==> src/pkg/ftc_regs.svh <==
// Register offsets, field positions, reset values and decode constants of the translation block.
`ifndef FTC_REGS_SVH
`define FTC_REGS_SVH
`define FTC_ADDR_W          16
`define FTC_DATA_W          8
`define FTC_OFS_CTRL        16'h0301
`define FTC_OFS_A_FB        16'h0302
`define FTC_OFS_B_REF       16'h0303
`define FTC_OFS_B_FB        16'h0304
`define FTC_CTRL_DBL_B_BIT  5
`define FTC_CTRL_DBL_A_BIT  4
`define FTC_CTRL_SCALE_MSB  3
`define FTC_CTRL_SCALE_LSB  0
`define FTC_CTRL_USED_MASK  8'h3F
`define FTC_RST_CTRL        8'h00
`define FTC_RST_DIV         8'h00
`define FTC_SCALE_OFF       4'h0
`define FTC_SCALE_BYPASS    4'h1
`define FTC_SCALE_DBL_MIN   4'h8
`define FTC_DIV_BYPASS      8'h00
`define FTC_FB_MIN          8'h08
`define FTC_FB_MAX          8'h50
`define FTC_FB_DBL_MIN      8'h0F
`define FTC_FB_DBL_MAX      8'hA1
`define FTC_BREF_MIN_NOA    8'h02
`define FTC_BREF_MAX_NOA    8'h0A
`endif

==> src/pkg/ftc_pkg.sv <==
// Types shared by the translation configuration block.
package ftc_pkg;
    // Reference prescaler mode decoded from the scaling field.
    typedef enum logic [3:0] {
        FTC_REF_OFF    = 4'h0,
        FTC_REF_BYPASS = 4'h1,
        FTC_REF_DIV1P5 = 4'h2,
        FTC_REF_DIV2   = 4'h3,
        FTC_REF_DIV3   = 4'h4,
        FTC_REF_DIV4   = 4'h5,
        FTC_REF_DIV6   = 4'h6,
        FTC_REF_DIV8   = 4'h7,
        FTC_REF_MUL2   = 4'h8
    } ftc_ref_mode_t;
    // Half-step ratio code: ratio times two, so 1.5 is exact.
    typedef logic [4:0] ftc_half_ratio_t;
endpackage

==> src/design/ftc_ref_decode.sv <==
// Decoder from the reference scaling field to prescaler mode and ratio.
`timescale 1ns/1ps
`default_nettype none
`include "ftc_regs.svh"
module ftc_ref_decode (
    input  wire logic                   clk_sys,
    input  wire logic                   rst,
    input  wire logic [3:0]             scaleCode,
    output var  ftc_pkg::ftc_ref_mode_t refMode,
    output var  ftc_pkg::ftc_half_ratio_t halfRatio,
    output var  logic                   refEnable
);
    import ftc_pkg::*;

    // Registered decode so the outputs come straight from flip-flops.
    always_ff @(posedge clk_sys or posedge rst) begin
        if (rst) begin
            refMode   <= FTC_REF_OFF;
            halfRatio <= 5'h00;
            refEnable <= 1'b0;
        end else begin
            refEnable <= (scaleCode != `FTC_SCALE_OFF);
            case (scaleCode)
                4'h0: begin
                    refMode   <= FTC_REF_OFF;
                    halfRatio <= 5'h00;
                end
                4'h1: begin
                    refMode   <= FTC_REF_BYPASS;
                    halfRatio <= 5'h02;
                end
                4'h2: begin
                    refMode   <= FTC_REF_DIV1P5;
                    halfRatio <= 5'h03;
                end
                4'h3: begin
                    refMode   <= FTC_REF_DIV2;
                    halfRatio <= 5'h04;
                end
                4'h4: begin
                    refMode   <= FTC_REF_DIV3;
                    halfRatio <= 5'h06;
                end
                4'h5: begin
                    refMode   <= FTC_REF_DIV4;
                    halfRatio <= 5'h08;
                end
                4'h6: begin
                    refMode   <= FTC_REF_DIV6;
                    halfRatio <= 5'h0C;
                end
                4'h7: begin
                    refMode   <= FTC_REF_DIV8;
                    halfRatio <= 5'h10;
                end
                default: begin
                    // Codes eight through fifteen all double the reference.
                    refMode   <= FTC_REF_MUL2;
                    halfRatio <= 5'h01;
                end
            endcase
        end
    end
endmodule
`default_nettype wire

==> src/design/ftc_div_stage.sv <==
// One eight-bit divider setting with bypass decode and legal-range check.
`timescale 1ns/1ps
`default_nettype none
`include "ftc_regs.svh"
module ftc_div_stage (
    input  wire logic       clk_sys,
    input  wire logic       rst,
    input  wire logic [7:0] divValue,
    input  wire logic       altRange,
    input  wire logic [7:0] loMin,
    input  wire logic [7:0] loMax,
    input  wire logic [7:0] hiMin,
    input  wire logic [7:0] hiMax,
    output var  logic       bypass,
    output var  logic [7:0] ratio,
    output var  logic       outOfRange
);
    // Registered decode; a zero value bypasses, else divides by the value.
    always_ff @(posedge clk_sys or posedge rst) begin
        if (rst) begin
            bypass     <= 1'b1;
            ratio      <= 8'h00;
            outOfRange <= 1'b0;
        end else begin
            bypass <= (divValue == `FTC_DIV_BYPASS);
            ratio  <= divValue;
            // Bypass is always legal; otherwise the selected window applies.
            if (divValue == `FTC_DIV_BYPASS) begin
                outOfRange <= 1'b0;
            end else if (altRange) begin
                outOfRange <= (divValue < hiMin) || (divValue > hiMax);
            end else begin
                outOfRange <= (divValue < loMin) || (divValue > loMax);
            end
        end
    end
endmodule
`default_nettype wire

==> src/design/ftc_translation_cfg.sv <==
// Frequency translation configuration registers of the third clock channel.
// Function
// Control bit five enables stage B doubler.
// Control bit four enables stage A doubler.
// Scale code zero disables, one bypasses prescaler.
// Codes two to seven divide by table.
// Codes eight to fifteen double the reference.
// Stage A feedback zero bypasses, else divides.
// Stage B reference zero bypasses, else divides.
// Stage B feedback zero bypasses, else divides.
// Control bits seven and six read zero.
`timescale 1ns/1ps
`default_nettype none
`include "ftc_regs.svh"
module ftc_translation_cfg (
    input  wire logic                     clk_sys,
    input  wire logic                     rst,
    input  wire logic [15:0]              regAddr,
    input  wire logic [7:0]               regWdata,
    input  wire logic                     regWrite,
    input  wire logic                     regRead,
    output var  logic [7:0]               regRdata,
    output var  logic                     regRvalid,
    output var  logic                     regHit,
    output var  logic                     stage_a_vco_doubler_en,
    output var  logic                     stage_b_vco_doubler_en,
    output var  ftc_pkg::ftc_ref_mode_t   refMode,
    output var  ftc_pkg::ftc_half_ratio_t refHalfRatio,
    output var  logic                     refEnable,
    output var  logic                     stageABypass,
    output var  logic [7:0]               stageAFbRatio,
    output var  logic                     stageBRefBypass,
    output var  logic [7:0]               stageBRefRatio,
    output var  logic                     stageBBypass,
    output var  logic [7:0]               stageBFbRatio,
    output var  logic                     cfgOutOfRange
);
    import ftc_pkg::*;

    // Four byte-wide registers sit at consecutive addresses on the register port.
    // The control register holds the two loop doubler enables and the four-bit
    // reference scaling field; its top two bits are not stored at all.
    // The three divider registers keep whatever software writes, legal or not.
    // Every decoded output is registered once more, in its decoder or in the doubler stage, so a
    // write shows on the outputs one cycle after the register itself changes.
    // The range warning is a further stage behind, two cycles after the write.
    // Nothing here stops a clock or gates a divider; the analogue side reads
    // these outputs and must tolerate a change on any cycle.
    // The registers clear to zero in reset, since no other value is defined.
    // With zero in every field the reference input is off and every stage is
    // bypassed, which is the quietest state the loops can be left in.

    // Stored register values and the per-stage window results.
    logic [7:0] ctrl_r;        // Translation control: doublers and scaling field.
    logic [7:0] aFb_r;         // Stage A feedback divider value.
    logic [7:0] bRef_r;        // Stage B reference divider value.
    logic [7:0] bFb_r;         // Stage B feedback divider value.
    logic       aRange;        // Stage A value outside its legal window.
    logic       bRefRange;     // Stage B reference value outside its window.
    logic       bFbRange;      // Stage B feedback value outside its window.
    logic       aFbNonZero;    // Stage A feedback field is not zero.

    // Register writes; unused control bits are masked so they never store.
    // A write takes effect at the edge where the strobe is high, so two writes
    // on consecutive cycles land one after the other with nothing lost.
    // Addresses outside the map fall through to the default branch untouched.
    always_ff @(posedge clk_sys or posedge rst) begin
        if (rst) begin
            ctrl_r <= `FTC_RST_CTRL;
            aFb_r  <= `FTC_RST_DIV;
            bRef_r <= `FTC_RST_DIV;
            bFb_r  <= `FTC_RST_DIV;
        end else if (regWrite) begin
            case (regAddr)
                // Control: the top two bits are dropped before they are stored.
                `FTC_OFS_CTRL:  ctrl_r <= regWdata & `FTC_CTRL_USED_MASK;
                // Stage A feedback value, stored whole; zero means bypass.
                `FTC_OFS_A_FB:  aFb_r  <= regWdata;
                // Stage B reference value, stored whole; zero means bypass.
                `FTC_OFS_B_REF: bRef_r <= regWdata;
                // Stage B feedback value, stored whole; zero means bypass.
                `FTC_OFS_B_FB:  bFb_r  <= regWdata;
                default: begin
                    // Writes outside the block's addresses are ignored.
                end
            endcase
        end
    end

    // Read port: data one cycle after the strobe, zero for unmapped addresses.
    // Read data and hit flag hold between reads so software may sample late.
    // A read in the same cycle as a write to the same address returns the old
    // value, because the register has not yet taken the new byte at that edge.
    // The valid flag is a plain copy of the strobe, one cycle late, and lasts as long as the strobe.
    always_ff @(posedge clk_sys or posedge rst) begin
        if (rst) begin
            regRdata  <= 8'h00;
            regRvalid <= 1'b0;
            regHit    <= 1'b0;
        end else begin
            regRvalid <= regRead;
            // Only a read strobe updates data and hit; idle cycles leave them.
            if (regRead) begin
                case (regAddr)
                    // Control reads back with its unused top bits forced to zero.
                    `FTC_OFS_CTRL: begin
                        regRdata <= ctrl_r & `FTC_CTRL_USED_MASK;
                        regHit   <= 1'b1;
                    end
                    // Stage A feedback value as written.
                    `FTC_OFS_A_FB: begin
                        regRdata <= aFb_r;
                        regHit   <= 1'b1;
                    end
                    // Stage B reference value as written.
                    `FTC_OFS_B_REF: begin
                        regRdata <= bRef_r;
                        regHit   <= 1'b1;
                    end
                    // Stage B feedback value as written.
                    `FTC_OFS_B_FB: begin
                        regRdata <= bFb_r;
                        regHit   <= 1'b1;
                    end
                    // Unmapped addresses read zero and clear the hit flag.
                    default: begin
                        regRdata <= 8'h00;
                        regHit   <= 1'b0;
                    end
                endcase
            end
        end
    end

    // Doubler enables follow their control bits with one register stage.
    // Each doubler changes the loop's oscillator range, so the feedback window
    // that the range check applies moves with it in the same cycle.
    // Both enables clear in reset, leaving the loops at their plain rates.
    always_ff @(posedge clk_sys or posedge rst) begin
        if (rst) begin
            stage_a_vco_doubler_en <= 1'b0;
            stage_b_vco_doubler_en <= 1'b0;
        end else begin
            stage_a_vco_doubler_en <= ctrl_r[`FTC_CTRL_DBL_A_BIT];
            stage_b_vco_doubler_en <= ctrl_r[`FTC_CTRL_DBL_B_BIT];
        end
    end

    // Reference prescaler decode.
    // The four scaling bits go to a decoder that names the prescaler mode and
    // gives the ratio in half steps, so the divide by one and a half is exact.
    // Codes eight to fifteen all mean doubling; only the top bit is looked at.
    // Code zero also drops the reference enable, switching the input off.
    ftc_ref_decode u_ref (
        .clk_sys   (clk_sys),
        .rst       (rst),
        .scaleCode (ctrl_r[`FTC_CTRL_SCALE_MSB:`FTC_CTRL_SCALE_LSB]),
        .refMode   (refMode),
        .halfRatio (refHalfRatio),
        .refEnable (refEnable)
    );

    // Stage B's reference window depends on whether stage A is in the path:
    // with stage A bypassed the reference divider sees the raw input and needs
    // only a small ratio, otherwise it works on stage A's output.
    assign aFbNonZero = (aFb_r != `FTC_DIV_BYPASS);

    // Stage A feedback; window depends on the stage A doubler.
    // The doubler widens the usable window because the oscillator runs faster.
    // The stored value reaches the ratio output even when it lies outside.
    ftc_div_stage u_a_fb (
        .clk_sys    (clk_sys),
        .rst        (rst),
        .divValue   (aFb_r),
        .altRange   (ctrl_r[`FTC_CTRL_DBL_A_BIT]),
        .loMin      (`FTC_FB_MIN),
        .loMax      (`FTC_FB_MAX),
        .hiMin      (`FTC_FB_DBL_MIN),
        .hiMax      (`FTC_FB_DBL_MAX),
        .bypass     (stageABypass),
        .ratio      (stageAFbRatio),
        .outOfRange (aRange)
    );

    // Stage B reference; window depends on whether stage A is bypassed.
    // A zero here passes the reference straight on to stage B's detector.
    ftc_div_stage u_b_ref (
        .clk_sys    (clk_sys),
        .rst        (rst),
        .divValue   (bRef_r),
        .altRange   (aFbNonZero),
        .loMin      (`FTC_BREF_MIN_NOA),
        .loMax      (`FTC_BREF_MAX_NOA),
        .hiMin      (`FTC_FB_MIN),
        .hiMax      (`FTC_FB_MAX),
        .bypass     (stageBRefBypass),
        .ratio      (stageBRefRatio),
        .outOfRange (bRefRange)
    );

    // Stage B feedback; window depends on the stage B doubler.
    // It mirrors stage A, with its own doubler choosing the window.
    // A zero bypasses the whole second loop, whatever its doubler says.
    ftc_div_stage u_b_fb (
        .clk_sys    (clk_sys),
        .rst        (rst),
        .divValue   (bFb_r),
        .altRange   (ctrl_r[`FTC_CTRL_DBL_B_BIT]),
        .loMin      (`FTC_FB_MIN),
        .loMax      (`FTC_FB_MAX),
        .hiMin      (`FTC_FB_DBL_MIN),
        .hiMax      (`FTC_FB_DBL_MAX),
        .bypass     (stageBBypass),
        .ratio      (stageBFbRatio),
        .outOfRange (bFbRange)
    );

    // Software-facing warning that some divider sits outside its window.
    // The flag does not change any ratio; it only tells software that the
    // present combination asks a loop to run outside its locking range.
    // Bypass codes never raise it, since a bypassed stage has no window.
    // It lags a write by two cycles: one in the stage check, one in this flag.
    always_ff @(posedge clk_sys or posedge rst) begin
        if (rst) begin
            cfgOutOfRange <= 1'b0;
        end else begin
            cfgOutOfRange <= aRange | bRefRange | bFbRange;
        end
    end
endmodule
`default_nettype wire

==> config.mk <==
export PLATFORM = sky130hd
export DESIGN_NAME = ftc_translation_cfg
export DESIGN_NICKNAME = d
export VERILOG_FILES = /design/src/pkg/ftc_pkg.sv /design/src/design/ftc_ref_decode.sv /design/src/design/ftc_div_stage.sv /design/src/design/ftc_translation_cfg.sv
export VERILOG_INCLUDE_DIRS = /design/src /design/src/pkg
export SDC_FILE = /design/constraint.sdc
export NUM_CORES = 1
export LEC_CHECK = 0
export ABC_AREA = 0
export CAP_MARGIN = 20
export CORE_MARGIN = 5
export CORE_UTILIZATION = 50
export CTS_CLUSTER_DIAMETER = 40
export DETAILED_ROUTE_END_ITERATION = 8
export DONT_BUFFER_PORTS = 1
export PLACE_DENSITY = 0.73
export SLEW_MARGIN = 10
export SYNTH_ARGS = -nofsm -noshare
export SYNTH_HDL_FRONTEND = slang
export SYNTH_SLANG_ARGS = --single-unit
==> constraint.sdc <==
create_clock -name clk_sys -period 3.4 [get_ports clk_sys]
set_input_delay 0.68 -clock clk_sys [delete_from_list [all_inputs] [get_ports clk_sys]]
set_output_delay 0.68 -clock clk_sys [all_outputs]
set_load 0.05 [all_outputs]
## Word-level counts from Yosys, hierarchy flattened

Memory sizes are Yosys's and may differ from the RTL's.
Cells that the tools add are included.

| word-level totals | value |
|---|---|
| input bits | 28 |
| bits in read-only memories | 64 |
| register bits after elaboration | 83 |
| output and inout bits | 50 |
| memories kept | 1 |

Memories:

| memory | words | bits a word | rd ports | clocked after memory_dff | wr ports | RTL line | source |
|---|---|---|---|---|---|---|---|
| (no name shown) | 8 | 8 | 1 | 0 | 0 | ftc_ref_decode.sv:23 | `case (scaleCode)` |

| operators by class | value |
|---|---|
| bitwise logic cells | 2 |
| reduce and logical (&&, ||, !) cells | 16 |
| equal/unequal tests | 4 |
| order comparisons | 12 |
| muxes and demuxes | 9 |

Operators by type and width:

| cell | count |
|---|---|
| 16-bit by 10-bit equality test with 1-bit output (second input constant) | 4 |
| 8-bit by 4-bit less-than comparator with 1-bit output (second input constant) | 5 |
| 8-bit one-hot mux with 4 select lines | 1 |
| 8-bit by 7-bit greater-than comparator with 1-bit output (second input constant) | 3 |
| 8-bit zero test | 3 |
| 8-bit greater-than comparator (second input constant) | 2 |
| 9-bit two-way mux | 1 |
| 8-bit by 4-bit greater-than comparator with 1-bit output (second input constant) | 1 |
| 8-bit by 2-bit less-than comparator with 1-bit output (second input constant) | 1 |
| 2-bit AND reduction | 4 |
| 8-bit nonzero test | 1 |
| 1-bit two-way mux | 7 |
| 1-bit logical OR | 6 |
| 4-bit nonzero test | 1 |
| 4-bit OR reduction | 1 |
| 1-bit bitwise OR | 2 |

## Depth between registers and ports, before layout

| depth | value |
|---|---|
| depth in word-level cells | 4 |
| gate-level depth with buffers | 5 |

## Modules after synthesis

From an unflattened synthesis, not the netlist that was laid out.

| unflattened totals | value |
|---|---|
| cell total of the unflattened synthesis | 522 |
| area, all modules | 5378.9 um^2 |

By module, submodules not included:

| module | instances | area an instance (um^2) | seq. area each (um^2) | cells an instance |
|---|---|---|---|---|
| ftc_div_stage (u_a_fb ...) | 2 | 1044.8 | 251.5 | 119 |
| ftc_translation_cfg | 1 | 1879.3 | 1076.0 | 136 |
| ftc_div_stage (u_b_fb) | 1 | 1033.5 | 251.5 | 119 |
| ftc_ref_decode | 1 | 376.6 | 250.2 | 29 |

## Least setup slack after synthesis

Ideal clock, no wire load.

| timing path | value |
|---|---|
| path kind | input -> register |
| start | in regAddr[3] |
| end | reg aFb_r[0] |
| slack | 833 ps |
| data required time | 3272 ps |
| buffers on the path | 0 |
| data arrival time | 2439 ps |
| cell stages on the path | 4 |
| path through | or4_4 -> nor4_4 -> nand4b_4 -> mux2_1 |

| between the ends | value |
|---|---|
| word-level cells in the longest chain between the ends | 2 |

RTL lines:

| element | RTL line | source |
|---|---|---|
| start, declared | ftc_translation_cfg.sv:18 | `input wire logic [15:0] regAddr,` |
| 16-bit by 10-bit equality test with 1-bit output | ftc_translation_cfg.sv:74 | `case (regAddr)` |
| 2-bit AND reduction (no line) | n/a |  |
| end signal, assigned | ftc_translation_cfg.sv:70 | `` aFb_r <= `FTC_RST_DIV; `` |
| end signal, assigned | ftc_translation_cfg.sv:78 | `` `FTC_OFS_A_FB: aFb_r <= regWdata; `` |
| end, declared | ftc_translation_cfg.sv:55 | `logic [7:0] aFb_r;` |

Every way passes these cells.
A chain may end at the register's enable or synchronous reset.

## Worst setup path after layout

| timing path | value |
|---|---|
| start | in regAddr[3] |
| end | reg bRef_r[1] |

| between the ends | value |
|---|---|
| word-level cells in the longest chain between the ends | 2 |

RTL lines:

| element | RTL line | source |
|---|---|---|
| 16-bit by 10-bit equality test with 1-bit output | ftc_translation_cfg.sv:74 |  |
| 2-bit AND reduction (no line) | n/a |  |
| end signal, assigned | ftc_translation_cfg.sv:71 | `` bRef_r <= `FTC_RST_DIV; `` |
| end signal, assigned | ftc_translation_cfg.sv:80 | `` `FTC_OFS_B_REF: bRef_r <= regWdata; `` |
| end, declared | ftc_translation_cfg.sv:56 | `logic [7:0] bRef_r;` |

Every way passes these cells.

==> impl_results.md <==
* First-pass DRT Iterations at 4
* Number of global-route vias before repair at 2142
* Wirelength per Cell at about 21 µm
* R2r startpoint: bRef_r[0]$_DFFE_PP0P_
* GP Congestion at 0.7809
* Num CTS Buffers at 9
* Die area at between 0.008 and 0.009 mm²
* Top_reg_cell synth: dfrtp_1
* Largest net degree at the start of global routing at 39
* Starting Density at 0.5219
* Total power at 1.715 mW
* NetSw at 0.3779 mW
* Sequential share of power at 0.578
* Final Max Tran Viols at 0
* Internal power at 1.337 mW
* Site row count at 29
* Initial antenna violation count at 0
* # clock sinks at 83
* Setup crit end kind: flip-flop
* Synth Register Bits at 83
* Via count at between 2000 and 2500
* Max-Cap Viols at 0
* Final worst slack at 1052 ps
* CP max stage cell: nor4_4
* Top delay family on crit path: simple AND/OR/NAND/NOR gates
* Hold Path Class: in2async
* Reg2reg end: u_b_ref.outOfRange$_DFF_PP0_
* Lkg Pwr at 1.824 nW
* CP Depth at 4
* Post-CTS setup buffer count at 0
* WP buf/inv at 0
* Switching share of power at 0.2204
* Yosys cell types at 47
* Drt initial violations at slightly below 90
* Cell taking the most area after synthesis: dfrtp_1
* Nets at roughly 290
* Final hold viol count at 0
* Pre-CTS setup slack at 682.2 ps
* Syn Nets at 275
* Area share of the largest cell type after synthesis at 0.5972
* Finish-stage setup viols at 0
* Max Fclk at 425.8 MHz
* RSZ-0062 raised after global routing: false
* Synth Instances at roughly 240
* Die span in y at 91.88 µm
* R2R Setup Slk at about 1600 ps
* CTS Root Cell: clkbuf_8
* Crit share post-route at 0.6907
* Maximum VDD drop at between 0.0002 and 0.00025 V
* Die width at 91.88 µm
* Top cells by area, synth: dfrtp_1 60%, mux2_2 9.4%, mux2_1 3.0%
* Sequential fraction of the synthesis area at 0.6208
* Power density cells at approximately 470 mW/mm²
* CTS hold repair buffers at 0
* Most common cell in the netlist: dfrtp_1
* Post-synthesis async set-or-reset flop share at 1.000
* Number of synthesized flops with an enable pin at 0
* CTS tree: yes
* I/O pin cnt at around 80
* First-pass GRT wire length at 11690 µm
* Final wirelength at around 7100 µm
* Critical path fanouts, max at 8
* DR DRC count at 0
* H-tree depth at 3
* All-Layer GR Usage at 0.1819
* Cell breakdown of the critical path: or4_4, nor4_4, nand4_4, mux2_1
* Core Footprint at 0.006422 mm²
* Synth Area per Inst at 13.74 µm²
* Setup CP Type: in2reg
* # diodes at 0
* Logic pwr share at 0.020
* DP HPWL at 5220 µm
* Commonest cells post-synth: 80 x dfrtp_1, 28 x mux2_2, 15 x inv_1, 15 x nor2_1
* Post-Syn Area at 0.003352 mm²
* Port Buffers at 0
* Drt via density at 6.190
* Post-route setup TNS at 0 ps
* Worst skew pair latency at 350 ps
* Final min period at 2348 ps
* Share of layout cells above drive strength 1 at 0.2432
* Fin Clk Skew at 5.369 ps
* Clk pwr share at 0.402
* Synthesis-to-layout area growth at 8.996%
* Final ANT Viol Nets at 0
* CTS clock-pin slew for the worst setup and hold paths at 80 ps
* Grt ovf at 0
* Setup crit start kind: input port
* Post-layout utilization of the core at 0.5689
* Req. time, crit path at 3630 ps
* Reg2reg path depth at 4
* Synth warn at 0
* Max-slew headroom at 0.5217
* CTS Buffer Depth at 2
* Critical path arrival at 2580 ps
* Largest stage delay on the critical path at approximately 670 ps
* Status: completed
* CTS resizes at 0
* Worst-margin pin slew at 712.1 ps
## per-stage QoR
| step | std cells | hold slack, ps | cell area [µm²] |
|---|---|---|---|
| final | 336 | 276.2 | 3654 |
| after floorplan | 244 | 351.9 | 3352 |
| after global routing | 336 | 312.5 | 3654 |
| after detailed placement | 320 | 427.9 | 3461 |
| after CTS | 336 | 273.7 | 3654 |
| after global placement | 320 | 421.8 | 3461 |
## how the worst max path moves through the flow
| stage | from | to | slack, ps |
|---|---|---|---|
| floorplan | rst | aFb_r[0]$_DFFE_PP0P_ | 590 |
| global placement | regAddr[3] | aFb_r[0]$_DFFE_PP0P_ | 710 |
| detailed placement | regAddr[3] | bRef_r[1]$_DFFE_PP0P_ | 680 |
| CTS | regAddr[3] | aFb_r[0]$_DFFE_PP0P_ | 1040 |
| global route | regAddr[3] | aFb_r[0]$_DFFE_PP0P_ | 950 |
| finish | regAddr[3] | bRef_r[1]$_DFFE_PP0P_ | 1050 |
## metal layers
metal	part of all wire	vias up	global-route usage
li1	-	916	-
met1	0.42	1055	0.2262
met2	0.48	97	0.2944
met3	0.086	12	0.05565
met4	0.018	0	0.07921
met5	0	-	0
## cells in the final DEF (no fill, tap or decap), types with 2 or more instances in the layout
| master | instances |
|---|---|
| o22ai_1 | 9 |
| nand2_1 | 4 |
| clkinv_2 | 3 |
| dfrtp_1 | 80 |
| a22oi_1 | 6 |
| mux2_2 | 28 |
| a211oi_1 | 2 |
| a21oi_1 | 4 |
| a22o_1 | 6 |
| buf_4 | 4 |
| nor4_1 | 7 |
| clkbuf_8 | 9 |
| nor2_1 | 15 |
| mux2_1 | 9 |
| dfstp_2 | 3 |
| o21ai_0 | 5 |
| ha_1 | 3 |
| nand4b_4 | 2 |
| and2_1 | 3 |
| inv_1 | 14 |
| a32oi_1 | 2 |
| nor2b_1 | 4 |
| a21o_1 | 2 |
| or4_1 | 6 |
## worst reg2reg max path, cell delays in order (launching register included)
cell       delay [ps]
dfrtp_1           440
or4_1             570
a21o_1            190
a2111oi_0         390
a21oi_1           110
## power by group through the flow
stage | registers [mW] | clock network, mW | logic, mW
2_1_floorplan | 1.01 | 0 | 0.0313
3_3_place_gp | 1.01 | 0 | 0.0355
3_5_place_dp | 1.01 | 0 | 0.0363
4_1_cts | 0.992 | 0.702 | 0.0364
5_1_grt | 0.992 | 0.752 | 0.0409
6_report | 0.992 | 0.689 | 0.0349
## layout make-up
type	instances	area, µm²
clock inverters	6	65.06
flip-flops and latches	83	2081
repair buffers	4	30.03
fillers	532	2769
inverters	15	57.56
clock buffers	10	127.6
multi-input cells	141	1196
well taps	77	96.34
## cell families after synthesis
kind of cell | count (synthesis) | synth area share
simple gates | 55 | 0.1198
compound gates | 45 | 0.09854
mux | 38 | 0.1273
fa+ha+maj | 3 | 0.01120
flops | 83 | 0.6208
buf+inv | 20 | 0.02240
## registers in the layout, summed over array words and instances (netlist names)
signal / flops
aFb_r: 8
bFb_r: 8
bRef_r: 8
cfgOutOfRange: 1
ctrl_r: 6
regHit: 1
regRdata: 8
regRvalid: 1
stage_a_vco_doubler_en: 1
stage_b_vco_doubler_en: 1
u_a_fb.bypass: 1
u_a_fb.outOfRange: 1
u_a_fb.ratio: 8
u_b_fb.bypass: 1
u_b_fb.outOfRange: 1
u_b_fb.ratio: 8
u_b_ref.bypass: 1
u_b_ref.outOfRange: 1
u_b_ref.ratio: 8
u_ref.halfRatio: 5
u_ref.refEnable: 1
u_ref.refMode: 4
Note: power is estimated with default switching activity, not from simulation.
